**src/design/fbms_regs.svh**
```systemverilog
`ifndef FBMS_REGS_SVH
`define FBMS_REGS_SVH

// Flash address layout: one bit picks the programming system, the next the bank.
`define FBMS_AW        24
`define FBMS_SYS_BIT   23
`define FBMS_BANK_BIT  22
`define FBMS_NSYS      2

// Register port offsets and fields.
`define FBMS_RA_CTRL   8'h00
`define FBMS_RA_BASE_A 8'h04
`define FBMS_RA_BASE_B 8'h08
`define FBMS_RA_MASK   8'h0c
`define FBMS_RA_STATUS 8'h10
`define FBMS_CTRL_EN   0
`define FBMS_RST_ADDR  24'h00_0000
`define FBMS_RST_WORD  32'h0000_0000

// Hardware property region: nine data-flash blocks.
`define FBMS_PROP_BLOCKS 4'h9
`define FBMS_BLK_TAG   4'h0
`define FBMS_BLK_SW0   4'h1
`define FBMS_BLK_CFG0  4'h3
`define FBMS_BLK_SEC0  4'h5
`define FBMS_BLK_BP0   4'h7
`define FBMS_OFF_ZERO  4'h0
`define FBMS_OFF_OPT12 4'h0
`define FBMS_OFF_OPT13 4'h1

// Flag positions in the property words; an erased (high) flag keeps copy 0.
`define FBMS_VAF_BIT   0
`define FBMS_CVA_BIT   0
`define FBMS_SVA_BIT   1
`define FBMS_BVA_BIT   2
`define FBMS_PROG_HI   15
`define FBMS_PROG_LO   8
`define FBMS_MAP_HI    1
`define FBMS_MAP_LO    0
`define FBMS_MAP_DUAL  2'b10
`define FBMS_BSEL_HI   1
`define FBMS_BSEL_LO   0

`endif

```
**src/design/fbms_pkg.sv**
```systemverilog
package fbms_pkg;
    `include "fbms_regs.svh"

    typedef logic [`FBMS_AW-1:0] fbms_addr_type;
    typedef logic [31:0]         fbms_word_type;

    typedef enum logic [4:0] {
        st_tag   = 5'b0_0001,
        st_sw    = 5'b0_0010,
        st_opt12 = 5'b0_0100,
        st_opt13 = 5'b0_1000,
        st_run   = 5'b1_0000
    } fbms_state_type;

    typedef struct packed {
        logic [15:0] zero;
        logic [7:0]  progress;
        logic        switch_valid_flag;
        logic        prot_copy;
        logic        sec_copy;
        logic        cfg_copy;
        logic [1:0]  bank_sel;
        logic        map_dual;
        logic        init_done;
    } fbms_status_type;
endpackage : fbms_pkg

```
**src/design/fbms_remap.sv**
```systemverilog
module fbms_remap (
    // Logical read address in.
    input  wire fbms_pkg::fbms_addr_type addr_in,
    // Window setup.
    input  wire logic                    en,
    input  wire fbms_pkg::fbms_addr_type base_a,
    input  wire fbms_pkg::fbms_addr_type base_b,
    input  wire fbms_pkg::fbms_addr_type mask,
    // Translated address out.
    output fbms_pkg::fbms_addr_type      addr_out
);
    import fbms_pkg::*;

    fbms_addr_type hi;
    fbms_addr_type lo;

    // Region A and region B trade places; other addresses pass unchanged.
    always_comb begin
        hi = addr_in & ~mask;
        lo = addr_in & mask;
        if (en && hi == (base_a & ~mask)) begin
            addr_out = (base_b & ~mask) | lo;
        end else if (en && hi == (base_b & ~mask)) begin
            addr_out = (base_a & ~mask) | lo;
        end else begin
            addr_out = addr_in;
        end
    end
endmodule : fbms_remap

```
**src/design/fbms_bgo_guard.sv**
```systemverilog
module fbms_bgo_guard (
    // Physical addresses.
    input  wire fbms_pkg::fbms_addr_type phys_addr,
    input  wire fbms_pkg::fbms_addr_type pe_addr,
    // Program or erase in progress.
    input  wire logic                    pe_active,
    // Read would hit the busy bank.
    output logic                         conflict
);
    import fbms_pkg::*;

    always_comb begin
        conflict = pe_active
            && phys_addr[`FBMS_SYS_BIT] == pe_addr[`FBMS_SYS_BIT]
            && phys_addr[`FBMS_BANK_BIT] == pe_addr[`FBMS_BANK_BIT];
    end
endmodule : fbms_bgo_guard

```
**src/design/fbms_map_select.sv**
```systemverilog
// Notes on behaviour
// - Two-bit map select field picks single or dual code flash mapping.
// - Single mode: remap unit swaps pre-update and post-update read regions.
// - Translation applies only to processor read accesses using logical addresses.
// - Flash command interface uses physical addresses, never translated.
// - Readability during program or erase is judged on physical addresses.
// - Dual mode: each programming system has its own valid-bank select bit.
// - Fetch from valid banks continues while invalid banks are programmed.
// - After a swap the valid bank appears at the same fixed addresses.
// - Hardware property region holds nine data-flash blocks.
// - Config, security, protection each have two copies; valid copy not updatable.
// - At delivery copy 0 is valid, copy 1 invalid and erased.
// - Switch region has two copies; copy 0 valid at delivery.
// - Switch-valid flag in the tag block picks the valid switch copy.
// - Three selectors in the valid switch copy pick config, security, protection.
// - Switch region progress flags are kept for interrupted-update recovery.
// - New bank assignment takes effect only at reset.
module fbms_map_select (
    // Clock and reset.
    input  wire logic                    clk,
    input  wire logic                    sys_rst,
    // Register port.
    input  wire logic [7:0]              reg_addr,
    input  wire fbms_pkg::fbms_word_type reg_wdata,
    input  wire logic                    reg_wr,
    input  wire logic                    reg_rd,
    output fbms_pkg::fbms_word_type      reg_rdata,
    // Data flash read port for the property region.
    output logic                         df_rd,
    output logic [7:0]                   df_addr,
    input  wire fbms_pkg::fbms_word_type df_rdata,
    // Processor read path.
    input  wire logic                    cpu_rd,
    input  wire fbms_pkg::fbms_addr_type cpu_addr,
    output logic                         flash_rd,
    output fbms_pkg::fbms_addr_type      flash_addr,
    output logic                         cpu_blocked,
    // Flash command interface.
    input  wire logic                    pe_active,
    input  wire fbms_pkg::fbms_addr_type pe_addr,
    output fbms_pkg::fbms_addr_type      flash_cmd_addr,
    input  wire logic                    prop_wr_req,
    input  wire logic [3:0]              prop_wr_blk,
    output logic                         prop_wr_ok,
    // Selected mapping.
    output logic                         map_dual,
    output logic [1:0]                   bank_sel,
    output logic                         cfg_copy,
    output logic                         sec_copy,
    output logic                         prot_copy,
    output logic [7:0]                   progress,
    output logic                         init_done
);
    import fbms_pkg::*;

    fbms_state_type  state_q, state_d;
    logic            wait_q, wait_d;
    logic            vaf_q, vaf_d;
    logic            cfg_q, cfg_d;
    logic            sec_q, sec_d;
    logic            prot_q, prot_d;
    logic [7:0]      prog_q, prog_d;
    logic            dual_q, dual_d;
    logic [1:0]      bsel_q, bsel_d;
    logic            en_q, en_d;
    fbms_addr_type   base_a_q, base_a_d;
    fbms_addr_type   base_b_q, base_b_d;
    fbms_addr_type   mask_q, mask_d;
    fbms_word_type   rdata_q, rdata_d;
    logic            frd_q, frd_d;
    fbms_addr_type   faddr_q, faddr_d;
    logic            blk_q, blk_d;
    fbms_addr_type   remapped;
    fbms_addr_type   phys;
    logic            conflict;
    logic [3:0]      rd_blk;
    logic [3:0]      rd_off;
    fbms_status_type status;
    logic            run;

    assign run = state_q == st_run;

    // Property load sequence: each load state issues one read, then captures it; st_run issues none.
    always_comb begin
        state_d = state_q;
        wait_d  = 1'b0;
        vaf_d   = vaf_q;
        cfg_d   = cfg_q;
        sec_d   = sec_q;
        prot_d  = prot_q;
        prog_d  = prog_q;
        dual_d  = dual_q;
        bsel_d  = bsel_q;
        if (!run) begin
            wait_d = !wait_q;
        end
        unique case (state_q)
            st_tag: begin
                if (wait_q) begin
                    vaf_d   = !df_rdata[`FBMS_VAF_BIT];
                    state_d = st_sw;
                end
            end
            st_sw: begin
                if (wait_q) begin
                    cfg_d   = !df_rdata[`FBMS_CVA_BIT];
                    sec_d   = !df_rdata[`FBMS_SVA_BIT];
                    prot_d  = !df_rdata[`FBMS_BVA_BIT];
                    prog_d  = df_rdata[`FBMS_PROG_HI:`FBMS_PROG_LO];
                    state_d = st_opt12;
                end
            end
            st_opt12: begin
                if (wait_q) begin
                    dual_d  = df_rdata[`FBMS_MAP_HI:`FBMS_MAP_LO] == `FBMS_MAP_DUAL;
                    state_d = st_opt13;
                end
            end
            st_opt13: begin
                if (wait_q) begin
                    bsel_d  = ~df_rdata[`FBMS_BSEL_HI:`FBMS_BSEL_LO];
                    state_d = st_run;
                end
            end
            st_run: begin
                state_d = st_run;
            end
        endcase
    end

    // Block and word of the property read for the current step.
    always_comb begin
        rd_blk = `FBMS_BLK_TAG;
        rd_off = `FBMS_OFF_ZERO;
        unique case (state_q)
            st_tag: begin
                rd_blk = `FBMS_BLK_TAG;
            end
            st_sw: begin
                rd_blk = `FBMS_BLK_SW0 + {3'b000, vaf_q};
            end
            st_opt12: begin
                rd_blk = `FBMS_BLK_CFG0 + {3'b000, cfg_q};
                rd_off = `FBMS_OFF_OPT12;
            end
            st_opt13: begin
                rd_blk = `FBMS_BLK_CFG0 + {3'b000, cfg_q};
                rd_off = `FBMS_OFF_OPT13;
            end
            st_run: begin
                rd_blk = `FBMS_BLK_TAG;
            end
        endcase
    end

    assign df_rd   = !run && !wait_q;
    assign df_addr = {rd_blk, rd_off};

    // Software registers.
    always_comb begin
        en_d     = en_q;
        base_a_d = base_a_q;
        base_b_d = base_b_q;
        mask_d   = mask_q;
        rdata_d  = `FBMS_RST_WORD;
        if (reg_wr) begin
            unique case (reg_addr)
                `FBMS_RA_CTRL:   en_d     = reg_wdata[`FBMS_CTRL_EN];
                `FBMS_RA_BASE_A: base_a_d = reg_wdata[`FBMS_AW-1:0];
                `FBMS_RA_BASE_B: base_b_d = reg_wdata[`FBMS_AW-1:0];
                `FBMS_RA_MASK:   mask_d   = reg_wdata[`FBMS_AW-1:0];
                default:         en_d     = en_q;
            endcase
        end
        if (reg_rd) begin
            unique case (reg_addr)
                `FBMS_RA_CTRL:   rdata_d = {31'h0000_0000, en_q};
                `FBMS_RA_BASE_A: rdata_d = {8'h00, base_a_q};
                `FBMS_RA_BASE_B: rdata_d = {8'h00, base_b_q};
                `FBMS_RA_MASK:   rdata_d = {8'h00, mask_q};
                `FBMS_RA_STATUS: rdata_d = status;
                default:         rdata_d = `FBMS_RST_WORD;
            endcase
        end
    end

    always_comb begin
        status           = '0;
        status.progress  = prog_q;
        status.switch_valid_flag       = vaf_q;
        status.prot_copy = prot_q;
        status.sec_copy  = sec_q;
        status.cfg_copy  = cfg_q;
        status.bank_sel  = bsel_q;
        status.map_dual  = dual_q;
        status.init_done = run;
    end

    // Remap unit serves single mode only.
    fbms_remap u_remap (
        .addr_in  (cpu_addr),
        .en       (en_q && !dual_q),
        .base_a   (base_a_q),
        .base_b   (base_b_q),
        .mask     (mask_q),
        .addr_out (remapped)
    );

    // Logical to physical for processor reads; dual mode flips the bank bit when that system's bank select bit is set.
    always_comb begin
        phys = remapped;
        if (dual_q) begin
            phys = cpu_addr;
            phys[`FBMS_BANK_BIT] = cpu_addr[`FBMS_BANK_BIT]
                ^ bsel_q[cpu_addr[`FBMS_SYS_BIT]];
        end
    end

    fbms_bgo_guard u_guard (
        .phys_addr (phys),
        .pe_addr   (pe_addr),
        .pe_active (pe_active),
        .conflict  (conflict)
    );

    always_comb begin
        frd_d   = cpu_rd && run && !conflict;
        blk_d   = cpu_rd && !(run && !conflict);
        faddr_d = cpu_rd ? phys : faddr_q;
    end

    assign flash_cmd_addr = pe_addr;

    // Valid copies and the active switch copy refuse updates.
    always_comb begin
        prop_wr_ok = prop_wr_req && run && prop_wr_blk < `FBMS_PROP_BLOCKS
            && prop_wr_blk != `FBMS_BLK_SW0 + {3'b000, vaf_q}
            && prop_wr_blk != `FBMS_BLK_CFG0 + {3'b000, cfg_q}
            && prop_wr_blk != `FBMS_BLK_SEC0 + {3'b000, sec_q}
            && prop_wr_blk != `FBMS_BLK_BP0 + {3'b000, prot_q};
    end

    always_ff @(posedge clk) begin
        if (sys_rst) begin
            state_q  <= st_tag;
            wait_q   <= 1'b0;
            vaf_q    <= 1'b0;
            cfg_q    <= 1'b0;
            sec_q    <= 1'b0;
            prot_q   <= 1'b0;
            prog_q   <= 8'h00;
            dual_q   <= 1'b0;
            bsel_q   <= 2'b00;
            en_q     <= 1'b0;
            base_a_q <= `FBMS_RST_ADDR;
            base_b_q <= `FBMS_RST_ADDR;
            mask_q   <= `FBMS_RST_ADDR;
            rdata_q  <= `FBMS_RST_WORD;
            frd_q    <= 1'b0;
            faddr_q  <= `FBMS_RST_ADDR;
            blk_q    <= 1'b0;
        end else begin
            state_q  <= state_d;
            wait_q   <= wait_d;
            vaf_q    <= vaf_d;
            cfg_q    <= cfg_d;
            sec_q    <= sec_d;
            prot_q   <= prot_d;
            prog_q   <= prog_d;
            dual_q   <= dual_d;
            bsel_q   <= bsel_d;
            en_q     <= en_d;
            base_a_q <= base_a_d;
            base_b_q <= base_b_d;
            mask_q   <= mask_d;
            rdata_q  <= rdata_d;
            frd_q    <= frd_d;
            faddr_q  <= faddr_d;
            blk_q    <= blk_d;
        end
    end

    assign reg_rdata   = rdata_q;
    assign flash_rd    = frd_q;
    assign flash_addr  = faddr_q;
    assign cpu_blocked = blk_q;
    assign map_dual    = dual_q;
    assign bank_sel    = bsel_q;
    assign cfg_copy    = cfg_q;
    assign sec_copy    = sec_q;
    assign prot_copy   = prot_q;
    assign progress    = prog_q;
    assign init_done   = run;
endmodule : fbms_map_select

```
**config.mk**
```make
export PLATFORM = sky130hd
export DESIGN_NAME = fbms_map_select
export DESIGN_NICKNAME = d
export VERILOG_FILES = /design/src/design/fbms_pkg.sv /design/src/design/fbms_remap.sv /design/src/design/fbms_bgo_guard.sv /design/src/design/fbms_map_select.sv
export VERILOG_INCLUDE_DIRS = /design/src /design/src/design
export SDC_FILE = /design/constraint.sdc
export NUM_CORES = 1
export LEC_CHECK = 0
export ABC_AREA = 1
export BUFFER_PORTS_ARGS = -buffer_cell sky130_fd_sc_hd__buf_2
export CAP_MARGIN = 20
export CORE_MARGIN = 2
export CORE_UTILIZATION = 45
export DETAILED_ROUTE_END_ITERATION = 7
export GPL_TIMING_DRIVEN = 0
export PLACE_DENSITY = 0.8
export SLEW_MARGIN = 25
export SYNTH_ARGS = -nofsm -noshare
export SYNTH_HDL_FRONTEND = slang
export SYNTH_SLANG_ARGS = --single-unit
```
**constraint.sdc**
```tcl
create_clock -name clk -period 1.8 [get_ports clk]
set_clock_uncertainty 0.2 [all_clocks]
set_input_delay 0.36 -clock clk [delete_from_list [all_inputs] [get_ports clk]]
set_output_delay 0.36 -clock clk [all_outputs]
set_load 0.02 [all_outputs]
```
==> impl_metrics.env, run 1 <==
export IMPL_yosysTopAreaCellShare_pct=35.87
export IMPL_crit_arrival_ns=2.74
export IMPL_io_buffers=173
export IMPL_ioPinCount=238
export IMPL_p_sw_share_pct=30.21
export IMPL_p_seq_share_pct=39.9
export IMPL_yosysMostFrequentCell="nand2_1"
export IMPL_rows=48
export IMPL_p_leak_nw=5.618
export IMPL_die_y_um=137.6
export IMPL_yosys_register_bits=144
export IMPL_synth_area_um2=8038
export IMPL_core_area_um2=17360
export IMPL_worst_path_buf_inv=3
export IMPL_finalWorstSetupSlack_ns=-0.8129
export IMPL_ys_flop_type="dfxtp_1"
export IMPL_path_clk_slew_ns=0.07
export IMPL_cp_end_kind="flop"
export IMPL_cts_root_buf="clkbuf_16"
export IMPL_async_flop_share_pct=0
export IMPL_period_needed_ns=2.613
export IMPL_insertion_delay_ns=0.46
export IMPL_wl_met1_mm=14.85
export IMPL_yosys_top_cells_area="dfxtp_1 36%, a21oi_1 9.8%, nand2_1 8.4%"
export IMPL_power_density_nw_per_um2=600.8
export IMPL_cts_num_sinks=144
export IMPL_slowest_delay_ns=0.36
export IMPL_finalNonFillerCells=1773
export IMPL_vias=11732
export IMPL_syn_to_final_growth_pct=69.22
export IMPL_status="finished, violations left"
export IMPL_vias_per_cell=6.617
export IMPL_setup_viol=139
export IMPL_vdd_drop_max_mv=0.7572
export IMPL_finalPower_mw=8.172
export IMPL_dp_cells=1607
export IMPL_drt_iter0_drc=2097
export IMPL_ys_top_cells_by_count="180 x nand2_1, 158 x a21oi_1, 144 x dfxtp_1, 135 x inv_1, 127 x nor2_1"
export IMPL_relSlewSlack_pct=30.98
export IMPL_synth_edf_count=0
export IMPL_ant_nets=0
export IMPL_yosysWarnings=0
export IMPL_p_int_mw=5.703
export IMPL_final_nets=1666
export IMPL_grt_start_max_net_pins=17
export IMPL_dr_wl_met3_mm=7.433
export IMPL_slowest_stage="dfxtp_2"
export IMPL_clkPwrFrac_pct=45.2
export IMPL_synth_top_cell_by_area="dfxtp_1"
export IMPL_synth_cell_types=43
export IMPL_grt_remaining_overflow=0
export IMPL_fin_area_um2=13600
export IMPL_p_switching_mw=2.469
export IMPL_num_antenna_cells=0
export IMPL_path_cells="inv_2 -> nor2_1 -> nand2_1 -> nand2_1 -> nor2_2 -> nand3_2 -> nor2_4 -> nand3_4 -> buf_12 -> buf_16 -> o21ai_2 -> a21oi_2 -> o21ai_2 -> a21oi_1"
export IMPL_cts_htree_levels=4
export IMPL_gp_congestion=1.025
export IMPL_fp_dieW_um=137.6
export IMPL_dp_slack_ns=-0.9556
export IMPL_die_area_um2=18950
export IMPL_hp_class="in2reg"
export IMPL_wl_met2_mm=18.30
export IMPL_cts_buffers=17
export IMPL_drv_slew=0
export IMPL_drc=71
export IMPL_globalRouteTotalUtil_pct=35.88
export IMPL_cts_tree="built"
export IMPL_antenna_found_initial=0
export IMPL_highest_layer="met4"
export IMPL_post_dp_cell_area_um2=9398
export IMPL_cp_max_fo=5
export IMPL_firstDrtPassIters=8
export IMPL_wl_mm=45.36
export IMPL_syn_inst=1198
export IMPL_drv_cap=0
export IMPL_wl_per_cell_um=25.58
export IMPL_rrSetupSlack_ns=-0.81
export IMPL_violations="design-rule violations, negative hold slack, negative setup slack"
export IMPL_max_freq_ghz=0.3827
export IMPL_rsz0062_at_grt="yes"
export IMPL_whs_ns=-0.01469
export IMPL_worst_pin_slew_ns=1.035
export IMPL_postSynthAreaPerCell_um2=6.709
export IMPL_finalCritPeriodShare_pct=145.2
export IMPL_cts_path_max_buffers=2
export IMPL_start_util_pct=46.31
export IMPL_grt_pass1_vias=9239
export IMPL_grt_pass1_wl_mm=50.66
export IMPL_crit_required_ns=1.93
export IMPL_start_kind="flop"
export IMPL_drive_gt1_share_pct=57.49
export IMPL_power_frac_comb_pct=15.0
export IMPL_hold_violations=7
export IMPL_dpl_hpwl_mm=22.22
export IMPL_crit_type="reg2reg"
export IMPL_ys_seq_area_share_pct=35.87
export IMPL_crit_family="simple AND/OR/NAND/NOR gates"
export IMPL_final_util_pct=78.37
==> cells by family after synthesis <==
group           share of synthesized area, %
mux                                   0.1245
simple gates                           22.28
compound gates                         26.95
flops                                  35.87
buf+inv                                14.63
xor+xnor                              0.1090
other cells                          0.04666
==> final timing paths <==
| kind | from | endpoint | cells after the start |
|---|---|---|---|
| max reg2reg | base_a_q[5] | flash_addr[11] | 14 |
| min | df_rdata[8] | progress[0] | 3 |
| min reg2reg | flash_addr[7] | flash_addr[7] | 2 |
| max | base_a_q[5] | flash_addr[11] | 14 |
==> sequential cells by signal (all words and copies together) (netlist names), 2 cells and up <==
register and cells:
state_q 5, reg_rdata 24, bank_sel 2, flash_addr 24, base_a_q 24, mask_q 24, base_b_q 24, progress 8
==> layout by cell type, fill, tap and decap left out, drive strengths merged, types with 3 or more instances in the layout <==
master	n
a211oi	27
a21oi	168
a221oi	11
a31oi	6
buf	362
clkbuf	52
clkinv	8
clkinvlp	3
conb	12
dfxtp	144
dlygate4sd3	5
inv	164
nand2	186
nand3	68
nand3b	3
nand4	10
nor2	136
nor3	8
o211ai	11
o21ai	136
o22ai	16
==> per-stage QoR <==
step	hold WS [ns]	setup TNS, ns
6_report	-0.01469	-35.04
5_1_grt	0.009934	-42.30
4_1_cts	0.00004619	-17.26
3_5_place_dp	0.2550	-89.84
3_3_place_gp	0.2495	-86.73
2_1_floorplan	0.2536	-1.269
==> worst min-delay path: cells and delay by family <==
| kind | cells | cell delay, ns |
|---|---|---|
| buf+inv | 1 | 0.08 |
| compound gates | 2 | 0.17 |
==> repair_timing <==
action / in CTS / in global routing
hold buffers: 5 / 0
pin swaps: 80 / 152
resized for setup: 321 / 396
setup buffers: 68 / 57
setup endpoints to repair: 147 / 146
endpoints found under the hold margin: 5 / 0
cloned: 11 / 6
==> final cells by class <==
class | count | area, um^2
plain buffers | 84 | 798.3
clock buffers | 22 | 485.5
clock inverters | 10 | 102.6
fillers | 952 | 3755
inverters | 166 | 681.9
multi-input cells | 809 | 5710
flip-flops and latches | 144 | 3028
well taps | 225 | 281.5
repair buffers | 313 | 2514
==> power groups by stage <==
stage,clock network (mW),logic (mW),registers (mW)
after global routing,3.78,1.27,3.26
final,3.69,1.22,3.26
after CTS,3.54,0.983,3.26
after floorplan,0,0.502,3.39
after global placement,0,0.885,3.34
after detailed placement,0,0.896,3.35
==> routing by layer <==
layer	vias up	GRT usage (%)
met4	0	20.45
li1	4651	-
met1	5193	44.93
met5	-	0
met2	1365	56.30
met3	523	8.720
(Power assumes the default switching activity.)
==> run 2: changes to the inputs <==
--- a/config.mk
+++ b/config.mk
@@ -10,10 +10,10 @@
 export BUFFER_PORTS_ARGS = -buffer_cell sky130_fd_sc_hd__buf_2
 export CAP_MARGIN = 20
 export CORE_MARGIN = 2
-export CORE_UTILIZATION = 45
+export CORE_UTILIZATION = 40
 export DETAILED_ROUTE_END_ITERATION = 7
 export GPL_TIMING_DRIVEN = 0
-export PLACE_DENSITY = 0.8
+export PLACE_DENSITY = 0.73
 export SLEW_MARGIN = 25
 export SYNTH_ARGS = -nofsm -noshare
 export SYNTH_HDL_FRONTEND = slang
==> run 2 against run 1 <==
Compared with the run above:
- the run ends with negative hold slack, negative setup slack left
- global-route usage down 7.1 points
- clock-buffer cell count down 3
- register-to-register slack better by 0.23 ns
- first-iteration DRC count down 28%
- critical path depth up 1
- setup slack better by 0.23 ns
- cell area down 10%
- flip-flop and latch count unchanged
- combinational power down 7%
- routed wire length down 23%
- highest routed layer unchanged
==> impl_metrics.env, run 2 (same netlist as run 1, synthesis figures left out) <==
export IMPL_status="finished, violations left"
export IMPL_violations="negative hold slack, negative setup slack"
export IMPL_finalPower_mw=7.986
export IMPL_drv_slew=0
export IMPL_drv_cap=0
export IMPL_final_nets=1622
export IMPL_globalRouteTotalUtil_pct=28.75
export IMPL_start_kind="flop"
export IMPL_antenna_found_initial=0
export IMPL_max_freq_ghz=0.4202
export IMPL_rrSetupSlack_ns=-0.58
export IMPL_slowest_stage="dfxtp_4"
export IMPL_crit_type="reg2reg"
export IMPL_io_buffers=173
export IMPL_drt_iter0_drc=1503
export IMPL_finalWorstSetupSlack_ns=-0.5801
export IMPL_cp_max_fo=4
export IMPL_cts_path_max_buffers=2
export IMPL_reg2regPathDepth=15
export IMPL_die_y_um=145.8
export IMPL_drive_gt1_share_pct=45.97
export IMPL_insertion_delay_ns=0.44
export IMPL_worst_path_buf_inv=3
export IMPL_whs_ns=-0.01354
export IMPL_vias=10061
export IMPL_finalNonFillerCells=1768
export IMPL_rows=51
export IMPL_period_needed_ns=2.380
export IMPL_p_leak_nw=5.234
export IMPL_firstDrtPassIters=8
export IMPL_core_area_um2=19590
export IMPL_syn_to_final_growth_pct=52.04
export IMPL_tns_ns=-16.84
export IMPL_min_from="df_rdata[12]"
export IMPL_setup_viol=85
export IMPL_grt_pass1_wl_mm=47.58
export IMPL_final_cell_mix="165 x buf_2, 154 x nand2_1, 141 x a21oi_1, 113 x inv_1, 87 x dfxtp_1"
export IMPL_path_clk_slew_ns=0.06
export IMPL_hold_violations=4
export IMPL_min_delay_path_depth=3
export IMPL_die_area_um2=21240
export IMPL_r2r_start="mask_q[18]"
export IMPL_crit_family="simple AND/OR/NAND/NOR gates"
export IMPL_cts_buffers=17
export IMPL_cts_num_sinks=144
export IMPL_final_common_cell="buf_2"
export IMPL_dpl_hpwl_mm=22.38
export IMPL_dp_cells=1647
export IMPL_ioPinCount=238
export IMPL_start_util_pct=41.03
export IMPL_cts_tree="built"
export IMPL_wl_mm=34.77
export IMPL_vdd_drop_max_mv=0.5711
export IMPL_wl_per_cell_um=19.67
export IMPL_power_density_nw_per_um2=653.5
export IMPL_rsz0062_at_grt="yes"
export IMPL_crit_arrival_ns=2.51
export IMPL_hold_end="progress[4]"
export IMPL_grt_remaining_overflow=0
export IMPL_slowest_delay_ns=0.37
export IMPL_path_cells="inv_2 -> nand2_1 -> nor2_1 -> nor3_1 -> nand2_1 -> nor2_4 -> buf_6 -> buf_4 -> nand4_1 -> nand2_4 -> nor2_1 -> nor2_2 -> nand3_2 -> nand2_1 -> nor2_1"
export IMPL_hp_class="in2reg"
export IMPL_fp_dieW_um=145.8
export IMPL_num_antenna_cells=0
export IMPL_ant_nets=0
export IMPL_vias_per_cell=5.691
export IMPL_gp_congestion=1.003
export IMPL_crit_required_ns=1.93
export IMPL_relSlewSlack_pct=39.54
export IMPL_cts_root_buf="clkbuf_16"
export IMPL_cts_htree_levels=4
export IMPL_worst_pin_slew_ns=0.9069
export IMPL_cp_end_kind="flop"
export IMPL_grt_pass1_vias=8707
export IMPL_grt_start_max_net_pins=17
export IMPL_finalCritPeriodShare_pct=132.2
export IMPL_drc=0
export IMPL_r2r_end="flash_rd"
[run 2: cell count changes in the layout (fill, tap and decap cells not counted), moves of 12 or more]
cell     previous run  this run
a21oi_1            96       141
a21oi_2            69        27
buf_4             106        86
inv_1             101       113
nor2_1             63        77
nor2_4             34        20
o21ai_1            18        37
o21ai_2            61        41
[run 2: worst register-to-register path, cell delays in order, from the launching register on]
cell and delay, ns:
dfxtp_4 0.37, inv_2 0.06, nand2_1 0.08, nor2_1 0.05
nor3_1 0.21, nand2_1 0.17, nor2_4 0.17, buf_6 0.11
buf_4 0.11, nand4_1 0.20, nand2_4 0.15, nor2_1 0.06
nor2_2 0.12, nand3_2 0.10, nand2_1 0.08, nor2_1 0.04
[run 2: worst max-delay path by stage]
stage	start	to	depth (start not counted)	slack, ns
after floorplan	state_q[2]	prop_wr_ok	5	-0.12
after global placement	sys_rst	reg_rdata[2]	7	-1.01
after detailed placement	sys_rst	reg_rdata[2]	7	-1.02
after CTS	state_q[1]	df_addr[4]	8	-0.48
after global routing	mask_q[18]	flash_rd	16	-0.65
final	mask_q[18]	flash_rd	15	-0.58
[run 2: area by class of cell]
cell class                      count  area [um^2]
Fill cell                        1617         7370
Timing Repair Buffer              264         1868
Clock inverter                     12        135.1
Inverter                          166        679.4
Tap cell                          265        331.6
Multi-Input combinational cell    808         4878
Sequential cell                   144         3009
Buffer                             90        864.6
Clock buffer                       19        454.2
[run 2: what timing repair did]
| item | in CTS | in global routing |
|---|---|---|
| cloned | 2 | 6 |
| pin swaps | 46 | 87 |
| buffers inserted | 31 | 50 |
| endpoints found under the hold margin | 9 | 0 |
| setup endpoints to repair | 147 | 144 |
| hold buffers | 7 | 0 |
| gates resized for setup | 157 | 317 |
[run 2: power breakdown]
| group | leakage (nW) | internal (mW) | switching (mW) |
|---|---|---|---|
| Clock | 0.277 | 2.12 | 1.48 |
| Sequential | 1.20 | 3.21 | 0.0404 |
| Combinational | 3.76 | 0.416 | 0.717 |
[run 2: per-stage QoR]
stage / worst slack [ns] / area, um^2 / util, % / hold WS, ns
2_1_floorplan: -0.1248 / 8250 / - / 0.2536
3_3_place_gp: -1.011 / 9448 / 48.23 / 0.2526
3_5_place_dp: -1.021 / 9448 / 48.23 / 0.2554
4_1_cts: -0.4823 / 10830 / 55.26 / 0.0003776
5_1_grt: -0.6503 / 12220 / 62.38 / 0.01329
6_report: -0.5801 / 12220 / 62.38 / -0.01354
[run 2: per-layer routing]
layer,track usage [%],vias to the layer above,wire (um)
met3,6.959,147,4756
met2,44.13,789,15120
met5,0,-,0
met1,38.39,4575,13140
li1,-,4550,-
met4,12.79,0,1759
==> run 3: changes to the inputs <==
--- a/config.mk
+++ b/config.mk
@@ -6,14 +6,13 @@
 export SDC_FILE = /design/constraint.sdc
 export NUM_CORES = 1
 export LEC_CHECK = 0
-export ABC_AREA = 1
 export BUFFER_PORTS_ARGS = -buffer_cell sky130_fd_sc_hd__buf_2
 export CAP_MARGIN = 20
 export CORE_MARGIN = 2
 export CORE_UTILIZATION = 40
 export DETAILED_ROUTE_END_ITERATION = 7
 export GPL_TIMING_DRIVEN = 0
-export PLACE_DENSITY = 0.73
+export PLACE_DENSITY = 0.74
 export SLEW_MARGIN = 25
 export SYNTH_ARGS = -nofsm -noshare
 export SYNTH_HDL_FRONTEND = slang
==> constraint.sdc (replaced) <==
create_clock -name clk -period 1.8 [get_ports clk]
set_clock_uncertainty 0.2 [all_clocks]
set_input_delay 0 -clock clk [delete_from_list [all_inputs] [get_ports clk]]
set_output_delay 0 -clock clk [all_outputs]
set_load 0.02 [all_outputs]
==> run 3 against run 2 <==
Compared with the run above:
- the flow still finishes with violations (negative hold slack, negative setup slack)
- maximum frequency decreased by 14%
- critical path depth fell by 6
- synthesized cell count is 24% lower
- core utilization is 1.7 points lower
- flip-flop and latch count stayed put
- die area is 8.3% lower
==> impl_metrics.env, run 3 <==
export IMPL_fp_dieW_um=139.6
export IMPL_grt_remaining_overflow=0
export IMPL_dpl_hpwl_mm=20.15
export IMPL_start_util_pct=40.80
export IMPL_vias_per_cell=5.649
export IMPL_p_leak_nw=4.279
export IMPL_rows=49
export IMPL_grt_start_max_net_pins=17
export IMPL_synth_cell_types=63
export IMPL_yosysMostFrequentCell="nand2_1"
export IMPL_ant_nets=0
export IMPL_yosysTopAreaCellShare_pct=39.20
export IMPL_p_seq_share_pct=41.9
export IMPL_setup_viol=45
export IMPL_whs_ns=-0.01016
export IMPL_path_clk_slew_ns=0.07
export IMPL_cts_root_buf="clkbuf_16"
export IMPL_vias=8276
export IMPL_ys_top_cells_by_count="160 x nand2_1, 144 x dfxtp_1, 92 x a21oi_1, 90 x nor2_1, 51 x clkbuf_1"
export IMPL_wl_mm=29.79
export IMPL_worst_pin_slew_ns=0.9293
export IMPL_drt_iter0_drc=1040
export IMPL_crit_arrival_ns=2.93
export IMPL_yosys_top_cells_area="dfxtp_1 39%, nand2_1 8.2%, a21oi_1 6.3%"
export IMPL_ys_seq_area_share_pct=39.20
export IMPL_cp_end_kind="flop"
export IMPL_fillers=1573
export IMPL_vdd_drop_max_mv=0.7121
export IMPL_wl_per_cell_um=20.33
export IMPL_async_flop_share_pct=0
export IMPL_drive_gt1_share_pct=37.86
export IMPL_syn_to_final_growth_pct=48.83
export IMPL_grt_pass1_vias=7677
export IMPL_crit_type="reg2reg"
export IMPL_final_common_cell="buf_2"
export IMPL_rsz0062_at_grt="yes"
export IMPL_startpoint="base_b_q[21]"
export IMPL_ioPinCount=238
export IMPL_p_sw_share_pct=27.01
export IMPL_cts_num_sinks=144
export IMPL_start_kind="flop"
export IMPL_hold_violations=1
export IMPL_crit_required_ns=1.96
export IMPL_hp_class="in2reg"
export IMPL_yosysWarnings=0
export IMPL_cp_max_fo=5
export IMPL_power_frac_comb_pct=14.2
export IMPL_final_nets=1354
export IMPL_max_freq_ghz=0.3617
export IMPL_die_area_um2=19480
export IMPL_firstDrtPassIters=8
export IMPL_violations="negative hold slack, negative setup slack"
export IMPL_postSynthAreaPerCell_um2=8.036
export IMPL_yosys_register_bits=144
export IMPL_drv_slew=0
export IMPL_gp_congestion=0.9694
export IMPL_clkPwrFrac_pct=44.0
export IMPL_finalWorstSetupSlack_ns=-0.9646
export IMPL_dp_cells=1328
export IMPL_finalCritPeriodShare_pct=153.6
export IMPL_status="finished, violations left"
export IMPL_synth_edf_count=0
export IMPL_min_delay_path_depth=4
export IMPL_num_antenna_cells=0
export IMPL_power_density_nw_per_um2=713.1
export IMPL_final_util_pct=60.72
export IMPL_drv_cap=0
export IMPL_grt_pass1_wl_mm=43.56
export IMPL_synth_top_cell_by_area="dfxtp_1"
export IMPL_drc=0
export IMPL_period_needed_ns=2.765
export IMPL_relSlewSlack_pct=38.05
export IMPL_finalNonFillerCells=1465
export IMPL_antenna_found_initial=0
export IMPL_core_area_um2=18020
export IMPL_final_cell_mix="169 x buf_2, 156 x nand2_1, 96 x dfxtp_1, 84 x a21oi_1, 79 x nor2_1"
export IMPL_ys_flop_type="dfxtp_1"
export IMPL_p_switching_mw=2.108
export IMPL_r2r_start="base_b_q[21]"
export IMPL_cts_path_max_buffers=2
export IMPL_die_y_um=139.6
export IMPL_cts_tree="built"
export IMPL_reg2regPathDepth=9
export IMPL_p_int_mw=5.696
export IMPL_cts_htree_levels=4
export IMPL_min_from="cpu_addr[22]"
export IMPL_insertion_delay_ns=0.44
export IMPL_globalRouteTotalUtil_pct=29.06
export IMPL_syn_inst=915
export IMPL_synth_area_um2=7353
export IMPL_cts_buffers=17
export IMPL_io_buffers=173
[run 3: cell types whose count changed after synthesis, sizes merged, moves of 31 or more]
cell	delta
nor2	-45
inv	-154
xnor2	+31
a21oi	-76
o21ai	-127
nand3	-63
[run 3: kinds of logic (layout without fill, tap and decap cells)]
kind of cell	after synthesis	count (layout)	synth area share [%]
simple gates	369	369	23.55
flops	144	144	39.20
xor+xnor	31	31	3.692
buf+inv	107	417	7.555
other cells	1	12	0.05100
mux	32	32	4.713
compound gates	231	231	21.24
[run 3: final cells by class]
| cell class | count | area, um^2 | share of cell area [%] |
|---|---|---|---|
| clock inverter | 13 | 125.1 | 1.143 |
| sequential | 144 | 2973 | 27.16 |
| inverter | 11 | 43.79 | 0.4001 |
| timing repair buffer | 284 | 1998 | 18.26 |
| buffer | 90 | 581.8 | 5.316 |
| multi-input combinational | 675 | 4493 | 41.05 |
| tap | 229 | 286.5 | 2.618 |
| clock buffer | 19 | 442.9 | 4.047 |
[run 3: worst paths after layout]
path                    end  slack (ns)
min          flash_addr[22]       -0.01
max          flash_addr[13]       -0.96
max reg2reg  flash_addr[13]       -0.96
min reg2reg   flash_addr[0]        0.27
[run 3: power by group through the flow]
| stage | combinational [mW] | clock, mW | sequential, mW |
|---|---|---|---|
| 6_report | 1.10 | 3.43 | 3.27 |
| 3_3_place_gp | 0.826 | 0 | 3.35 |
| 4_1_cts | 1.02 | 3.44 | 3.27 |
| 5_1_grt | 1.17 | 3.59 | 3.27 |
| 2_1_floorplan | 0.446 | 0 | 3.40 |
| 3_5_place_dp | 0.830 | 0 | 3.35 |
[run 3: metrics by stage]
step | hold slack [ns] | total power [mW] | worst slack [ns] | cell area (um^2) | TNS [ns]
after CTS | -0.1053 | 7.726 | -0.8183 | 10600 | -25.04
after detailed placement | -0.009841 | 4.182 | -1.268 | 8687 | -87.76
after floorplan | -0.1044 | 3.845 | -0.6527 | 7528 | -15.11
final | -0.01016 | 7.804 | -0.9646 | 10940 | -24.71
after global routing | 0.006471 | 8.031 | -1.015 | 10940 | -27.82
after global placement | -0.01164 | 4.177 | -1.262 | 8681 | -81.80
[run 3: routing by layer]
layer  wire (um)  global-route usage (%)  vias to the layer above
li1            -                       -                     3812
met1       12190                   37.72                     3911
met2       13890                   47.03                      479
met3        2628                   6.710                       74
met4        1072                   11.42                        0
met5           0                       0                        -
[run 3: what timing repair did]
item | 4_1_cts | 5_1_grt
hold endpoints to repair | 122 | 14
cloned | 2 | 0
hold buffers | 68 | 4
resized for setup | 134 | 94
endpoints found under the setup margin | 131 | 126
pin swaps | 37 | 39
buffers inserted | 24 | 17
[run 3: worst max-delay path: stages (launching register included)]
cell and delay (ns):
dfxtp_4 0.36, xnor2_2 0.16, o22ai_1 0.09, or4_4 0.58
nor4_4 0.35, and2b_4 0.27, buf_4 0.15, a22oi_1 0.06
o311a_1 0.34, nor3_1 0.13
